**src/common/twd_pkg.sv**
```systemverilog
// constants and types shared by the unit-two watchdog block
package twd_pkg;
   // register byte offsets
   localparam logic [7:0] OFS_GLOBAL = 8'h00;
   localparam logic [7:0] OFS_LOADST = 8'h04;
   localparam logic [7:0] OFS_COUNT = 8'h08;
   localparam logic [7:0] OFS_IMAGE = 8'h0C;
   localparam logic [7:0] OFS_CMD = 8'h10;
   localparam logic [7:0] OFS_ISTAT = 8'h14;
   localparam logic [7:0] OFS_IMASK = 8'h18;
   localparam logic [7:0] OFS_STATUS = 8'h1C;
   localparam int ADDR_LSB_W = 8;
   // global command bits
   localparam int GB_SCALE = 0;
   localparam int GB_START = 1;
   localparam int GB_GMODE = 2;
   localparam int GB_WDOG = 3;
   localparam int LS_UNIT2 = 2;
   // interrupt and status bits
   localparam int IRQ_UNDER = 0;
   localparam int IRQ_RELOAD = 1;
   localparam int IRQ_W = 2;
   localparam int ST_MODE = 0;
   localparam int ST_PULSE = 1;
   localparam int ST_RUN = 2;
   // widths and reset values
   localparam int CNT_W = 16;
   localparam int REG_W = 8;
   localparam int PRE_W = 8;
   localparam logic [7:0] GLOBAL_RST = 8'h00;
   localparam logic [7:0] CMD_RST = 8'h00;
   localparam logic [15:0] IMAGE_RST = 16'h0000;
   localparam logic [IRQ_W-1:0] IRQ_RST = 2'h0;
   // timer clock prescaling
   localparam int SCALE_SLOW = 8;
   localparam int SCALE_FAST = 1;
   localparam int BASE_DIV = 4;
   localparam int HTRANS_BUSY_BIT = 1;
   // unit-two watchdog states
   typedef enum logic [1:0] {
      WD_OFF = 2'b00,
      WD_COUNT = 2'b01,
      WD_PULSE = 2'b10
   } twd_state_type;
endpackage : twd_pkg

```
**src/common/twd_if.sv**
```systemverilog
// link between register front end and unit-two counter core
`timescale 1ns/1ps
`default_nettype none
interface twd_if;
   import twd_pkg::*;
   logic run;
   logic scale;
   logic reload;
   logic cnt_wr;
   logic [CNT_W-1:0] cnt_wdata;
   logic [CNT_W-1:0] image;
   logic [CNT_W-1:0] count;
   logic pulse;
   logic underflow;
   logic active;
   modport ctl (output run, scale, reload, cnt_wr, cnt_wdata, image,
                input count, pulse, underflow, active);
   modport unit (input run, scale, reload, cnt_wr, cnt_wdata, image,
                 output count, pulse, underflow, active);
endinterface : twd_if
`default_nettype wire

```
**src/hw/twd_top.sv**
```systemverilog
// unit-two watchdog: AHB-Lite registers, lock, interrupts, pulse out
`timescale 1ns/1ps
`default_nettype none
module twd_top #(
   parameter int BASE = twd_pkg::BASE_DIV
) (
   input wire logic clk_sys_i,
   input wire logic resetn_i,
   input wire logic hsel_i,
   input wire logic [31:0] haddr_i,
   input wire logic [1:0] htrans_i,
   input wire logic hwrite_i,
   input wire logic [2:0] hsize_i,
   input wire logic [31:0] hwdata_i,
   input wire logic hready_i,
   output logic [31:0] hrdata_o,
   output logic hreadyout_o,
   output logic hresp_o,
   output logic watchdog_pulse_internal_o,
   output logic irq_o
);
   import twd_pkg::*;

   // the whole front-end state in one record
   typedef struct packed {
      logic [REG_W-1:0] glob;
      logic [CNT_W-1:0] image;
      logic [REG_W-1:0] cmd;
      logic [IRQ_W-1:0] istat;
      logic [IRQ_W-1:0] imask;
      logic dp;
      logic dp_wr;
      logic [ADDR_LSB_W-1:0] dp_addr;
      logic ready;
      logic [31:0] rdata;
      logic irq;
      logic pulse;
      logic reload;
      logic cnt_wr;
      logic [CNT_W-1:0] cnt_wdata;
   } twd_top_type;

   twd_top_type s_ff, nxt_s;
   logic locked;
   logic [IRQ_W-1:0] irq_set;
   logic [IRQ_W-1:0] irq_clr;
   logic [REG_W-1:0] glob_wr;

   twd_if u ();

   // register select, used by both the read and the write path
   function automatic logic [3:0] reg_sel(
      input logic [ADDR_LSB_W-1:0] a
   );
      logic [3:0] r;
      r = 4'hF;
      case (a)
         OFS_GLOBAL: begin
            r = 4'h0;
         end
         OFS_LOADST: begin
            r = 4'h1;
         end
         OFS_COUNT: begin
            r = 4'h2;
         end
         OFS_IMAGE: begin
            r = 4'h3;
         end
         OFS_CMD: begin
            r = 4'h4;
         end
         OFS_ISTAT: begin
            r = 4'h5;
         end
         OFS_IMASK: begin
            r = 4'h6;
         end
         OFS_STATUS: begin
            r = 4'h7;
         end
         default: begin
            r = 4'hF;
         end
      endcase
      return r;
   endfunction : reg_sel

   // read mux; unmapped words and reserved bits read as zero
   function automatic logic [31:0] read_word(
      input logic [3:0] sel,
      input twd_top_type st,
      input logic [CNT_W-1:0] cnt,
      input logic [2:0] stat
   );
      logic [31:0] d;
      d = 32'h0000_0000;
      case (sel)
         4'h0: begin
            d = 32'(st.glob);
         end
         4'h2: begin
            d = 32'(cnt);
         end
         4'h3: begin
            d = 32'(st.image);
         end
         4'h4: begin
            d = 32'(st.cmd);
         end
         4'h5: begin
            d = 32'(st.istat);
         end
         4'h6: begin
            d = 32'(st.imask);
         end
         4'h7: begin
            d = 32'(stat);
         end
         default: begin
            // load strobe bits are write-only, read as zero
            d = 32'h0000_0000;
         end
      endcase
      return d;
   endfunction : read_word

   // watchdog mode sticks from the first write that sets its bit
   assign locked = s_ff.glob[GB_WDOG];

   // in watchdog mode scale, start and watchdog bits are frozen;
   // without this software could simply stop the counter again
   always_comb begin
      glob_wr = hwdata_i[REG_W-1:0];
      if (locked) begin
         glob_wr[GB_WDOG] = 1'b1;
         glob_wr[GB_START] = s_ff.glob[GB_START];
         glob_wr[GB_SCALE] = s_ff.glob[GB_SCALE];
      end
   end

   // events that raise sticky interrupt bits
   assign irq_set[IRQ_UNDER] = u.underflow;
   assign irq_set[IRQ_RELOAD] = s_ff.reload;

   // write-one-to-clear mask from a data phase to the interrupt status word
   always_comb begin
      irq_clr = '0;
      if (s_ff.dp && s_ff.dp_wr &&
          reg_sel(s_ff.dp_addr) == 4'h5) begin
         irq_clr = hwdata_i[IRQ_W-1:0];
      end
   end

   // bus slave and register file
   always_comb begin
      nxt_s = s_ff;
      nxt_s.reload = 1'b0;
      nxt_s.cnt_wr = 1'b0;
      if (!s_ff.dp && hsel_i && htrans_i[HTRANS_BUSY_BIT] && hready_i) begin
         // address phase: capture, stretch the data phase one cycle
         nxt_s.dp = 1'b1;
         nxt_s.dp_wr = hwrite_i;
         nxt_s.dp_addr = haddr_i[ADDR_LSB_W-1:0];
         nxt_s.ready = 1'b0;
      end else if (s_ff.dp) begin
         // data phase: hwdata is stable now
         nxt_s.dp = 1'b0;
         nxt_s.ready = 1'b1;
         if (s_ff.dp_wr) begin
            case (reg_sel(s_ff.dp_addr))
               4'h0: begin
                  nxt_s.glob = glob_wr;
               end
               4'h1: begin
                  nxt_s.reload = hwdata_i[LS_UNIT2];
               end
               4'h2: begin
                  // counter preset is refused in watchdog mode
                  if (!locked) begin
                     nxt_s.cnt_wr = 1'b1;
                     nxt_s.cnt_wdata = hwdata_i[CNT_W-1:0];
                  end
               end
               4'h3: begin
                  if (!locked) begin
                     nxt_s.image = hwdata_i[CNT_W-1:0];
                  end
               end
               4'h4: begin
                  // stored for the other modes; never read by unit
                  if (!locked) begin
                     nxt_s.cmd = hwdata_i[REG_W-1:0];
                  end
               end
               4'h6: begin
                  nxt_s.imask = hwdata_i[IRQ_W-1:0];
               end
               default: begin
                  // status and holes: write ignored; interrupt status clears through irq_clr
                  nxt_s.dp_wr = 1'b0;
               end
            endcase
         end else begin
            nxt_s.rdata = read_word(reg_sel(s_ff.dp_addr), s_ff,
                                    u.count,
                                    {u.active, u.pulse, locked});
         end
      end
      // set beats clear when both land in one cycle
      nxt_s.istat = (s_ff.istat & ~irq_clr) | irq_set;
      nxt_s.irq = |(nxt_s.istat & nxt_s.imask);
      // registered copy so the pin is glitch free toward the array
      nxt_s.pulse = u.pulse;
   end

   always_ff @(posedge clk_sys_i or negedge resetn_i) begin
      if (!resetn_i) begin
         s_ff <= '{glob: GLOBAL_RST, image: IMAGE_RST, cmd: CMD_RST,
                   istat: IRQ_RST, imask: IRQ_RST, ready: 1'b1,
                   default: '0};
      end else begin
         s_ff <= nxt_s;
      end
   end

   // the global mode bit is not consulted: watchdog runs in both
   assign u.run = s_ff.glob[GB_WDOG] & s_ff.glob[GB_START];
   // scale acts on the timer clock prescaler inside unit two
   assign u.scale = s_ff.glob[GB_SCALE];
   assign u.reload = s_ff.reload;
   assign u.cnt_wr = s_ff.cnt_wr;
   assign u.cnt_wdata = s_ff.cnt_wdata;
   assign u.image = s_ff.image;

   // the only counter/timer kept here is unit two
   twd_unit #(
      .BASE(BASE)
   ) unit_two (
      .clk_sys_i(clk_sys_i),
      .resetn_i(resetn_i),
      .u(u)
   );

   // outputs straight from flops; hresp_o tied low
   assign hrdata_o = s_ff.rdata;
   assign hreadyout_o = s_ff.ready;
   assign hresp_o = 1'b0;
   assign watchdog_pulse_internal_o = s_ff.pulse;
   assign irq_o = s_ff.irq;
endmodule : twd_top
`default_nettype wire

```
**src/hw/twd_unit.sv**
```systemverilog
// unit-two down counter with prescaler and pulse generator
`timescale 1ns/1ps
`default_nettype none
module twd_unit #(
   parameter int BASE = twd_pkg::BASE_DIV
) (
   input wire logic clk_sys_i,
   input wire logic resetn_i,
   twd_if.unit u
);
   import twd_pkg::*;

   typedef struct packed {
      twd_state_type mode;
      logic [CNT_W-1:0] count;
      logic [CNT_W-1:0] width;
      logic [PRE_W-1:0] presc;
      logic underflow;
   } twd_unit_type;

   twd_unit_type s_ff, nxt_s;
   logic tick;

   always_comb begin
      nxt_s = s_ff;
      nxt_s.underflow = 1'b0;
      tick = 1'b0;
      // timer clock: base divide, then the scale stage
      if (u.run) begin
         if (s_ff.presc == '0) begin
            tick = 1'b1;
            nxt_s.presc = u.scale ? PRE_W'(BASE * SCALE_SLOW - 1)
                                  : PRE_W'(BASE * SCALE_FAST - 1);
         end else begin
            nxt_s.presc = s_ff.presc - 1'b1;
         end
      end else begin
         nxt_s.presc = '0;
      end
      case (s_ff.mode)
         WD_OFF: begin
            if (u.cnt_wr) begin
               nxt_s.count = u.cnt_wdata;
            end
            if (u.reload) begin
               nxt_s.count = u.image;
            end
            if (u.run) begin
               nxt_s.mode = WD_COUNT;
            end
         end
         WD_COUNT: begin
            if (u.reload) begin
               nxt_s.count = u.image;
            end else if (tick) begin
               if (s_ff.count == '0) begin
                  nxt_s.underflow = 1'b1;
                  nxt_s.count = u.image;
                  if (u.image != '0) begin
                     nxt_s.mode = WD_PULSE;
                     nxt_s.width = u.image;
                  end
               end else begin
                  nxt_s.count = s_ff.count - 1'b1;
               end
            end
         end
         WD_PULSE: begin
            // a strobe during the pulse rearms but cannot cut it short
            if (u.reload) begin
               nxt_s.count = u.image;
            end
            if (tick) begin
               nxt_s.width = s_ff.width - 1'b1;
               if (s_ff.width == CNT_W'(1)) begin
                  nxt_s.mode = WD_COUNT;
               end
            end
         end
         default: begin
            nxt_s.mode = WD_OFF;
         end
      endcase
   end

   always_ff @(posedge clk_sys_i or negedge resetn_i) begin
      if (!resetn_i) begin
         s_ff <= '{mode: WD_OFF, default: '0};
      end else begin
         s_ff <= nxt_s;
      end
   end

   assign u.count = s_ff.count;
   assign u.pulse = (s_ff.mode == WD_PULSE);
   assign u.underflow = s_ff.underflow;
   assign u.active = (s_ff.mode != WD_OFF);
endmodule : twd_unit
`default_nettype wire

```
**config.mk**
```make
export PLATFORM = sky130hd
export DESIGN_NAME = twd_top
export DESIGN_NICKNAME = d
export VERILOG_FILES = /design/src/common/twd_pkg.sv /design/src/common/twd_if.sv /design/src/hw/twd_top.sv /design/src/hw/twd_unit.sv
export SDC_FILE = /design/constraint.sdc
export NUM_CORES = 1
export LEC_CHECK = 0
export BUFFER_PORTS_ARGS = -buffer_cell sky130_fd_sc_hd__buf_2
export CORE_MARGIN = 5
export CORE_UTILIZATION = 35
export DETAILED_ROUTE_END_ITERATION = 10
export PLACE_DENSITY = 0.65
export SYNTH_ARGS = -nofsm -noshare
export SYNTH_HDL_FRONTEND = slang
export SYNTH_SLANG_ARGS = --single-unit
```
**constraint.sdc**
```tcl
create_clock -name clk_sys_i -period 3.01 [get_ports clk_sys_i]
set_input_delay 0.4515 -clock clk_sys_i [delete_from_list [all_inputs] [get_ports clk_sys_i]]
set_output_delay 0.4515 -clock clk_sys_i [all_outputs]
set_load 0.03 [all_outputs]
```
## Yosys cells after proc, flatten, opt, wreduce, memory -nomap -nowiden

Memories as Yosys holds them, arrays and structs flattened.
Index checks and enable logic that the tools add are counted.

- Memories kept: 3
- Input bits: 74
- Word-level logic and storage cells: 144
- Flip-flop bits (word level): 142
- ROM bits: 384

Memory list:

| memory | words | bits a word | read ports | clocked after memory_dff | wr ports | line | text |
|---|---|---|---|---|---|---|---|
| (name not given) | 32 | 4 | 1 | 0 | 0 | twd_top.sv:57 | `case (a)` |
| (name not given) | 32 | 4 | 1 | 0 | 0 | twd_top.sv:57 |  |
| (name not given) | 32 | 4 | 1 | 0 | 0 | twd_top.sv:57 |  |

- Reductions and logical operators: 28
- Bitwise operators: 8
- Eq/ne operators: 25
- Mux-type cells: 56
- Add/subtract/negate cells: 3

Operators with widths:

| operator | count |
|---|---|
| 16-bit 2-to-1 mux | 9 |
| 16-bit case mux with 7 select lines | 1 |
| 18-bit 2-to-1 mux | 3 |
| 16-bit case mux with 3 select lines | 1 |
| 4-bit 2-to-1 mux | 10 |
| 17-bit 2-to-1 mux | 2 |
| 34-bit 2-to-1 mux | 1 |
| 33-bit 2-to-1 mux | 1 |
| 32-bit 2-to-1 mux | 1 |
| 16-bit case mux with 2 select lines | 1 |
| 16-bit by 1-bit subtractor with 16-bit output (second input constant) | 2 |
| 4-bit by 3-bit equality test with 1-bit output (second input constant) | 7 |
| 2-bit 2-to-1 mux | 11 |
| 5-bit AND reduction | 4 |
| 16-bit by 1-bit equality test with 1-bit output (second input constant) | 1 |
| 4-bit by 2-bit equality test with 1-bit output (second input constant) | 4 |
| 16-bit zero test | 1 |
| 8-bit 2-to-1 mux | 2 |
| 16-bit nonzero test | 1 |
| 1-bit 2-to-1 mux | 11 |
| 2-bit by 1-bit inequality test with 1-bit output (second input constant) | 5 |
| 4-bit zero test | 2 |
| 8-bit zero test | 1 |
| 4-bit AND reduction | 2 |
| other kinds (25) | 36 |

## Depth between registers and ports, before layout

Gate-level depths: netlist (run 1).

- Word-level depth: 13
- Depth in mapped cells: 10
- Depth with buffers taken out: 7

## Hierarchy

Synthesis (run 1) repeated with hierarchy kept, for this count alone.

- Cell total of the unflattened synthesis: 721
- Area, all modules: 7273.2 µm²

Modules (own cells, without submodules):

| module | area each (µm²) | times used | cells each | seq. area each (µm²) |
|---|---|---|---|---|
| twd_top | 3847.4 | 1 | 314 | 2078.2 |
| twd_unit | 3425.8 | 1 | 407 | 1076.0 |

## Worst setup path after synthesis (run 1)

No wires, ideal clock.

- Kind: register -> register
- From: register s_ff[58] (netlist bit)
- To: register s_ff (netlist bit u.image[10])
- Arrival time: 2.205 ns
- Stages on the path, launching flop included: 8
- Period minus slack after synthesis: 2.330 ns
- Slack: 0.680 ns
- Buffers on the path: 2
- Required time: 2.885 ns
- Cells stage by stage: dfrtp_1 -> or4_4 -> or2_4 -> nor3_4 -> and2_1 -> buf_2 -> buf_4 -> mux2_2

- Word-level cells in the longest chain between the ends: 7

RTL lines:

| what | line | text |
|---|---|---|
| start, declared | twd_top.sv:43 | `twd_top_type s_ff, nxt_s;` |
| start signal, assigned | twd_top.sv:219 | `s_ff <= '{glob: GLOBAL_RST, image: IMAGE_RST, cmd: CMD_RST,` |
| start signal, assigned | twd_top.sv:223 | `s_ff <= nxt_s;` |
| 3-bit zero test | twd_top.sv:57 |  |
| 4-bit 2-to-1 mux | twd_top.sv:57 |  |
| 4-bit 2-to-1 mux | twd_top.sv:170 | `if (s_ff.dp_wr) begin` |
| 4-bit 2-to-1 mux | twd_top.sv:166 | `end else if (s_ff.dp) begin` |
| 4-bit 2-to-1 mux | twd_top.sv:160 | `if (!s_ff.dp && hsel_i && htrans_i[HTRANS_BUSY_BIT] && hready_i) begin` |
| 4-bit by 2-bit equality test with 1-bit output | twd_top.sv:171 | `case (reg_sel(s_ff.dp_addr))` |
| 5-bit AND reduction (no line) | - |  |

No other way between the ends. The select of a mux whose other input is x is not followed.
A chain may end at the register's enable or synchronous reset.

## Worst setup path after layout (run 1)

- From: register unit_two.s_ff[42] (netlist bit)
- To: register unit_two.s_ff[13] (netlist bit)

- Word-level cells in the longest chain between the ends: 3
- Elaborated cells between the ends (all ways): 10
- Classes of those cells: eq/ne (7); mux (1); reduce/logical (2)

RTL lines:

| what | line | text |
|---|---|---|
| start, declared | twd_unit.sv:21 | `twd_unit_type s_ff, nxt_s;` |
| start signal, assigned | twd_unit.sv:90 | `s_ff <= nxt_s;` |
| 2-bit by 1-bit equality test with 1-bit output / 2-bit equality test (equally long branches) | twd_unit.sv:40 | `case (s_ff.mode)` |
| 2-bit by 1-bit inequality test with 1-bit output (no line) (tied with other cells) | - |  |
| 6-bit AND reduction (no line) | - |  |

Several ways; a longest one is shown, not always the timed one.

==> impl_summary.txt, run 1 <==
----------------------------------------------------
[Status]
  Run status ... complete, no violations

[Timing]
  Worst clock skew on the final layout ... 13.27 ps
  FMAX ... around 340 MHz
  Slew Limit Headroom ... between 30% and 40%
  Final setup violation count ... 0
  Setup repair after global routing missed its margin ... no
  Slew at the pin closest to its max-slew limit ... around 960 ps
  Clock period minus worst slack ... 2915 ps
  Number of endpoints with negative hold slack in the final report ... 0
  Total count of max-transition violations in the final report ... 0
  Final-layout worst hold slack ... 218.9 ps
  Final period util ... a little over nine tenths
  Setup Total Neg Slack ... 0 ps

[Synth]
  Most frequent cell after synthesis ... sky130_fd_sc_hd__dfrtp_1
  Largest area contributor in the netlist ... sky130_fd_sc_hd__dfrtp_1
  Flop and latch count out of synthesis ... 126
  Most frequent cells after synthesis ... sky130_fd_sc_hd__dfrtp_1 (125), sky130_fd_sc_hd__nand2_1 (94), sky130_fd_sc_hd__mux2_2 (55)
  Main synth FF type ... sky130_fd_sc_hd__dfrtp_1
  Number of enable flip-flop cells after synthesis ... 0
  Area share of the leading cell type in the synthesized netlist ... a little over two fifths
  Biggest area contributors in the synthesized netlist ... sky130_fd_sc_hd__dfrtp_1 (43%), sky130_fd_sc_hd__mux2_2 (8.5%), sky130_fd_sc_hd__nand2_1 (4.9%)
  Unique masters post-synth ... 68
  Sequential share of the synthesized area ... about 44%
  Combined area of all synthesized cells ... between 0.007 and 0.008 sq mm
  Synth Instances ... 735
  Share of flip-flops with an asynchronous set or reset ... 100.0%
  Avg Synthesized Cell Area ... about 10 sq um
  Synth Warn # ... 0

[Layout]
  Area growth, synth to finish ... 14.07%
  Layout Nets ... ~850
  Fraction of layout cells with a size suffix above 1 ... roughly a quarter
  Inserted Diodes ... 0

[Floorplan]
  Placement Rows ... 52
  Floorplan die height ... 153.9 microns
  Starting utilization of the core area ... around 36%
  Die W ... between 150 and 200 microns
  Core box area ... ~0.020 sq mm
  Die area ... roughly 0.024 sq mm
  Ports ... 110

[Pwr]
  Share of power burned in registers ... 38.0%
  Internal Power ... between 3000 and 4000 uW
  Peak supply drop ... about 0.36 mV
  Areal power density over the cells ... approximately 690 mW/mm^2
  Gate power share ... 24.5%
  Switching share of power ... about a third
  Share of total power in the clock network ... 37.5%
  Power dissipated by switching net loads ... about 1900 uW
  Leak ... about 0.0036 uW

[Clocking]
  Post-CTS setup buffers ... 0
  H-tree depth reported by CTS ... 4
  Number of buffers created by CTS ... 17
  Clock tree from TritonCTS ... done
  Post-CTS resize count ... 0
  Buffers from clock root to sink, at most ... 2
  CTS Root Buffer Type ... sky130_fd_sc_hd__clkbuf_16
  Clock network latency to the later pin of the worst-skew pair ... about 430 ps
  Number of sinks handled by clock tree synthesis ... 126
  Clock-pin slew reported for the worst setup and hold paths after clock tree synthesis ... roughly 60 ps

[Setup path]
  Ordered cell list for the critical path ... inv_1 > ha_1 > clkinv_1 > nor3_1 > a32o_1 > or2_1 > a221oi_1
  Stage delay of the slowest cell on the critical path ... 650 ps
  Critical path required time ... 3270 ps
  Buf+Inv Stages, Crit Path ... 2
  WS Path Type ... flip-flop to flip-flop
  Library cell contributing the largest single delay on the critical path ... sky130_fd_sc_hd__or2_1
  Crit-path leading delay family ... simple AND/OR/NAND/NOR gates
  CP max FO ... 16
  Worst setup EP type ... flip-flop
  Setup crit start kind ... flip-flop
  Data arrival time of the critical path ... between 3000 and 4000 ps

[Route]
  DR vias/cell ... 5.514
  Final wirelength ... around 19,000 microns
  DRC viols ... 0
  Via count ... 5,768
  First-pass iteration count of the detailed router ... 5
  Count of antenna-violating nets left after detailed routing ... 0
  WL per Instance ... between 15 and 20 microns
  Detailed Route Iter0 Violations ... about 500

[Place]
  Placer Congestion ... 0.9042
  # port buffers ... 48
  DP HPWL ... approximately 13,000 microns

[Worst hold path]
  Class of the tightest hold or removal check ... input port to flip-flop

[GRT]
  Wire length of the first global-routing pass ... ~30,000 microns
  Number of antenna violations at the first check in global routing ... 0
  Total congestion overflow after global routing ... 0
  Number of global-route vias before repair ... approximately 5,600
  Overall track demand over capacity in global routing ... between 10% and 20%
  Largest net degree at the start of global routing ... just under 60

[Run]
  Max-capacitance violation count ... 0

----------------------------------------------------
## power groups by stage
stage,registers [uW],logic [uW],clock network [uW]
after floorplan,2050,1090,0
after global placement,2170,1350,0
after detailed placement,2180,1370,0
after CTS,2150,1380,2170
after global routing,2190,1530,2260
final,2160,1390,2130
## kinds of logic after synthesis
family                     count (synthesis)  share of synthesized area (%)
adders and majority gates                 10                          1.727
and+or+nand+nor                          237                          16.96
DFF                                      126                          43.53
xor gates and xnor gates                  10                          1.209
buffers and inverters                    116                          8.168
other                                      1                        0.05175
muxes                                     85                          12.69
AOI/OAI and AO/OA                        150                          15.66
## worst paths after layout
kind | startpoint | to | slack, ps | depth (start not counted)
max | unit_two.s_ff[42] | unit_two.s_ff[13] | 90 | 7
min | haddr_i[5] | s_ff[58] | 220 | 3
max reg2reg | unit_two.s_ff[42] | unit_two.s_ff[13] | 90 | 7
min reg2reg | hrdata_o[14] | hrdata_o[14] | 470 | 2
max in group asynchronous | resetn_i | irq_o | 1810 | 3
min in group asynchronous | resetn_i | u.image[9] | 490 | 2
## area by class of cell
cell class                 count  area [sq um]
clock buffer                  19         452.9
clock inverter                12         158.9
fill                        1992         12030
inverter                      34         127.6
multi-input combinational    509          3566
sequential                   126          3154
tap                          270         337.8
timing repair buffer          76         467.9
## metal layers
metal | vias up | wire length (microns) | GRT usage (%)
met1 | 2827 | 8790 | 23.06
met3 | 31 | 1176 | 3.822
met4 | 0 | 361 | 5.803
met2 | 192 | 8497 | 23.56
met5 | - | 0 | 0
li1 | 2718 | - | -
## cell usage in the layout (no fill, tap or decap), types with 17 or more instances in the layout
master / count
sky130_fd_sc_hd__a221oi_1: 18
sky130_fd_sc_hd__buf_2: 47
sky130_fd_sc_hd__buf_4: 27
sky130_fd_sc_hd__clkbuf_16: 17
sky130_fd_sc_hd__conb_1: 17
sky130_fd_sc_hd__dfrtp_1: 125
sky130_fd_sc_hd__inv_1: 32
sky130_fd_sc_hd__mux2_2: 55
sky130_fd_sc_hd__mux2i_1: 30
sky130_fd_sc_hd__nand2_1: 94
sky130_fd_sc_hd__nor2_1: 20
sky130_fd_sc_hd__nor4_1: 31
sky130_fd_sc_hd__o21ai_0: 35
sky130_fd_sc_hd__o31ai_1: 18
## registers in the layout, summed over array words and instances (netlist names)
name,flops
u.reload,1
hreadyout_o,1
u.cnt_wr,1
watchdog_pulse_internal_o,1
irq_o,1
s_ff,29
locked,1
unit_two.u.count,16
unit_two.u.underflow,1
u.image,16
u.cnt_wdata,16
hrdata_o,16
unit_two.s_ff,26
## per-stage QoR
stage	instance area [sq um]	std cells	utilization, %	total power [uW]	setup slack [ps]
3_5_place_dp	7644	1014	37.65	3547	246.8
5_1_grt	8265	1046	40.72	5970	29.12
4_1_cts	8265	1046	40.72	5697	227.5
3_3_place_gp	7644	1014	37.65	3516	360.7
2_1_floorplan	7306	751	-	3141	680.3
6_report	8265	1046	40.72	5681	94.73
## worst register-to-register path, stage by stage, from the launching register on
cell	delay, ps
sky130_fd_sc_hd__dfrtp_1	430
sky130_fd_sc_hd__inv_1	100
sky130_fd_sc_hd__ha_1	300
sky130_fd_sc_hd__clkinv_1	340
sky130_fd_sc_hd__nor3_1	460
sky130_fd_sc_hd__a32o_1	250
sky130_fd_sc_hd__or2_1	650
sky130_fd_sc_hd__a221oi_1	220
## what timing repair did
item,CTS,global route
endpoints found under the setup margin,0,0
hold buffers,1,0
endpoints found under the hold margin,26,0
No activity file was read; power rests on OpenSTA's default activity.
==> inputs of run 2 (changes only) <==
--- a/config.mk
+++ b/config.mk
@@ -7,9 +7,9 @@
 export LEC_CHECK = 0
 export BUFFER_PORTS_ARGS = -buffer_cell sky130_fd_sc_hd__buf_2
 export CORE_MARGIN = 5
-export CORE_UTILIZATION = 35
+export CORE_UTILIZATION = 40
 export DETAILED_ROUTE_END_ITERATION = 10
-export PLACE_DENSITY = 0.65
+export PLACE_DENSITY = 0.71
 export SYNTH_ARGS = -nofsm -noshare
 export SYNTH_HDL_FRONTEND = slang
 export SYNTH_SLANG_ARGS = --single-unit
==> run 2 against run 1 <==
Wire length is 2.2% lower. Non-clock buffer count up 2. Largest cell class unchanged. Fmax rose by 5.0%. Combinational power hardly changed. Design area is 0.35% lower. Clock power hardly changed. Global-route usage rose by 2.4 points. Critical path type unchanged. Register-to-register slack improved by 140 ps. Cell count down 3.6%. Sequential share of layout area is 0.13 points higher. Via count up 0.40%. Critical endpoint is now unit_two.u.count[14]. Sequential power about the same.
==> impl_summary.txt, run 2 (synthesis results as in run 1) <==
----------------------------------------------------
[Floorplan]
  Starting utilization of the core area ... approximately two fifths
  Ports ... 110
  Core box area ... 0.01790 sq mm
  Placement Rows ... a little under 50
  Floorplan die height ... roughly 140 microns
  Die W ... between 100 and 150 microns
  Die area ... 0.02091 sq mm

[Route]
  DR vias/cell ... ~5.7
  Final wirelength ... 18,410 microns
  Count of antenna-violating nets left after detailed routing ... 0
  WL per Instance ... roughly 18 microns
  First-pass iteration count of the detailed router ... 5
  DRC viols ... 0
  Detailed Route Iter0 Violations ... 620
  Via count ... around 5,800

[Layout]
  Fraction of layout cells with a size suffix above 1 ... between 20% and 30%
  Area growth, synth to finish ... 13.68%
  Registers with the most flip-flops ... s_ff x29, unit_two.s_ff x26
  Inserted Diodes ... 0
  Number of flip-flops under the largest register name ... 29
  Register bank with the most flops ... s_ff
  Layout Nets ... 850
  Most used cells in the layout excluding fill and tap cells ... sky130_fd_sc_hd__dfrtp_1 (125), sky130_fd_sc_hd__nand2_1 (94), sky130_fd_sc_hd__mux2_2 (55)
  Most frequent standard cell in the layout excluding fill and tap cells ... sky130_fd_sc_hd__dfrtp_1

[Timing]
  Slew Limit Headroom ... approximately 53%
  Final period util ... 92.23%
  Clock period minus worst slack ... approximately 2800 ps
  Number of endpoints with negative hold slack in the final report ... 0
  Setup repair after global routing missed its margin ... no
  Worst clock skew on the final layout ... 7.391 ps
  Slew at the pin closest to its max-slew limit ... about 700 ps
  FMAX ... approximately 360 MHz
  Total count of max-transition violations in the final report ... 0
  Final setup violation count ... 0
  Setup Total Neg Slack ... 0 ps

[Setup path]
  Worst-case register-to-register setup slack ... 230 ps
  Critical path capture point ... unit_two.u.count[14]
  Startpoint of the lowest-slack register-to-register path ... unit_two.u.count[0]
  CP max FO ... 16
  Setup crit start kind ... flip-flop
  Number of cells on the worst reg-to-reg path ... 7
  WS Path Type ... flip-flop to flip-flop
  Crit. Startpoint ... unit_two.u.count[0]
  Critical path required time ... ~3300 ps
  Data arrival time of the critical path ... approximately 3100 ps
  Endpoint of the most critical register-to-register path ... unit_two.u.count[14]
  Worst setup EP type ... flip-flop

[Pwr]
  Areal power density over the cells ... about 690 mW/mm^2
  Share of power burned in registers ... between 30% and 40%
  Peak supply drop ... around 0.45 mV
  Internal Power ... ~3800 uW
  Power dissipated by switching net loads ... 1882 uW
  Share of total power in the clock network ... 37.2%
  Gate power share ... 24.9%
  Leak ... between 0.003 and 0.004 uW
  Overall power of the completed layout ... between 5000 and 6000 uW
  Switching share of power ... between 30% and 40%

[GRT]
  Total congestion overflow after global routing ... 0
  Number of antenna violations at the first check in global routing ... 0
  Wire length of the first global-routing pass ... 29,990 microns
  Number of global-route vias before repair ... roughly 5,600
  Largest net degree at the start of global routing ... 54
  Overall track demand over capacity in global routing ... 18.49%

[Place]
  # port buffers ... 48
  Placer Congestion ... between 0.8 and 0.9
  DP HPWL ... approximately 13,000 microns

[Clocking]
  CTS Root Buffer Type ... sky130_fd_sc_hd__clkbuf_16
  Clock-pin slew reported for the worst setup and hold paths after clock tree synthesis ... ~60 ps
  Clock tree from TritonCTS ... done
  Buffers from clock root to sink, at most ... 2
  H-tree depth reported by CTS ... 4
  Number of buffers created by CTS ... 17
  Clock network latency to the later pin of the worst-skew pair ... about 430 ps
  Number of sinks handled by clock tree synthesis ... 126

[Worst hold path]
  Cell count of the worst hold path ... 3
  Class of the tightest hold or removal check ... input port to flip-flop

[Status]
  Run status ... complete, no violations

[Run]
  Max-capacitance violation count ... 0

----------------------------------------------------
run 2: cell types whose count changed in the layout (fill, tap and decap cells not counted):
| cell | delta |
|---|---|
| sky130_fd_sc_hd__buf_12 | +1 |
| sky130_fd_sc_hd__buf_4 | +1 |
| sky130_fd_sc_hd__clkbuf_1 | +1 |
| sky130_fd_sc_hd__clkbuf_8 | -1 |
| sky130_fd_sc_hd__clkinv_2 | +1 |
| sky130_fd_sc_hd__clkinv_4 | +1 |
| sky130_fd_sc_hd__inv_6 | -1 |
run 2: power by group through the flow:
| stage | sequential [uW] | clock (uW) | combinational (uW) |
|---|---|---|---|
| floorplan | 2050 | 0 | 1090 |
| global placement | 2160 | 0 | 1350 |
| detailed placement | 2160 | 0 | 1380 |
| CTS | 2130 | 2140 | 1390 |
| global route | 2170 | 2220 | 1550 |
| finish | 2150 | 2100 | 1410 |
run 2: area by class of cell:
type	count	area, sq um
inverter	34	127.6
sequential	126	3154
timing repair buffer	78	495.5
fill	1682	9666
clock inverter	13	163.9
clock buffer	19	442.9
tap	229	286.5
multi-input combinational	509	3566
run 2: critical path, stage by stage (launching register included):
cell and delay [ps]:
sky130_fd_sc_hd__dfrtp_1 470, sky130_fd_sc_hd__inv_1 130, sky130_fd_sc_hd__ha_1 180, sky130_fd_sc_hd__or3b_2 480
sky130_fd_sc_hd__o41a_1 570, sky130_fd_sc_hd__o21ai_0 440, sky130_fd_sc_hd__a211oi_1 140, sky130_fd_sc_hd__a221oi_1 260
run 2: what timing repair did:
action	in CTS	in global routing
resized for setup	0	0
hold endpoints to repair	25	0
hold buffers	1	0
buffers inserted	0	0
run 2: routing by layer:
metal / share of wire, % / GRT usage, % / vias to the layer above
li1: - / - / 2728
met2: 45 / 27.29 / 204
met1: 45 / 25.76 / 2822
met4: 2.7 / 7.658 / 0
met3: 7.3 / 4.927 / 37
met5: 0 / 0 / -
run 2: how the worst min path moves through the flow:
| stage | from | endpoint | slack [ps] |
|---|---|---|---|
| after CTS | haddr_i[6] | s_ff[59] | 200 |
| after detailed placement | resetn_i | u.image[11] | 410 |
| final | haddr_i[7] | s_ff[60] | 220 |
| after floorplan | resetn_i | hrdata_o[0] | 160 |
| after global routing | haddr_i[7] | s_ff[60] | 200 |
| after global placement | resetn_i | u.image[11] | 410 |
run 2: stage by stage:
| stage | setup WS, ps | hold slack, ps | cells | area (sq um) | utilization (%) |
|---|---|---|---|---|---|
| after floorplan | 680.3 | 155.9 | 751 | 7306 | - |
| after global placement | 360.6 | 411.9 | 975 | 7620 | 42.56 |
| after detailed placement | 317.9 | 412.2 | 975 | 7620 | 42.56 |
| after CTS | 284.7 | 201.2 | 1008 | 8237 | 46.01 |
| after global routing | 180.3 | 203.1 | 1008 | 8237 | 46.01 |
| final | 234.0 | 216.7 | 1008 | 8237 | 46.01 |
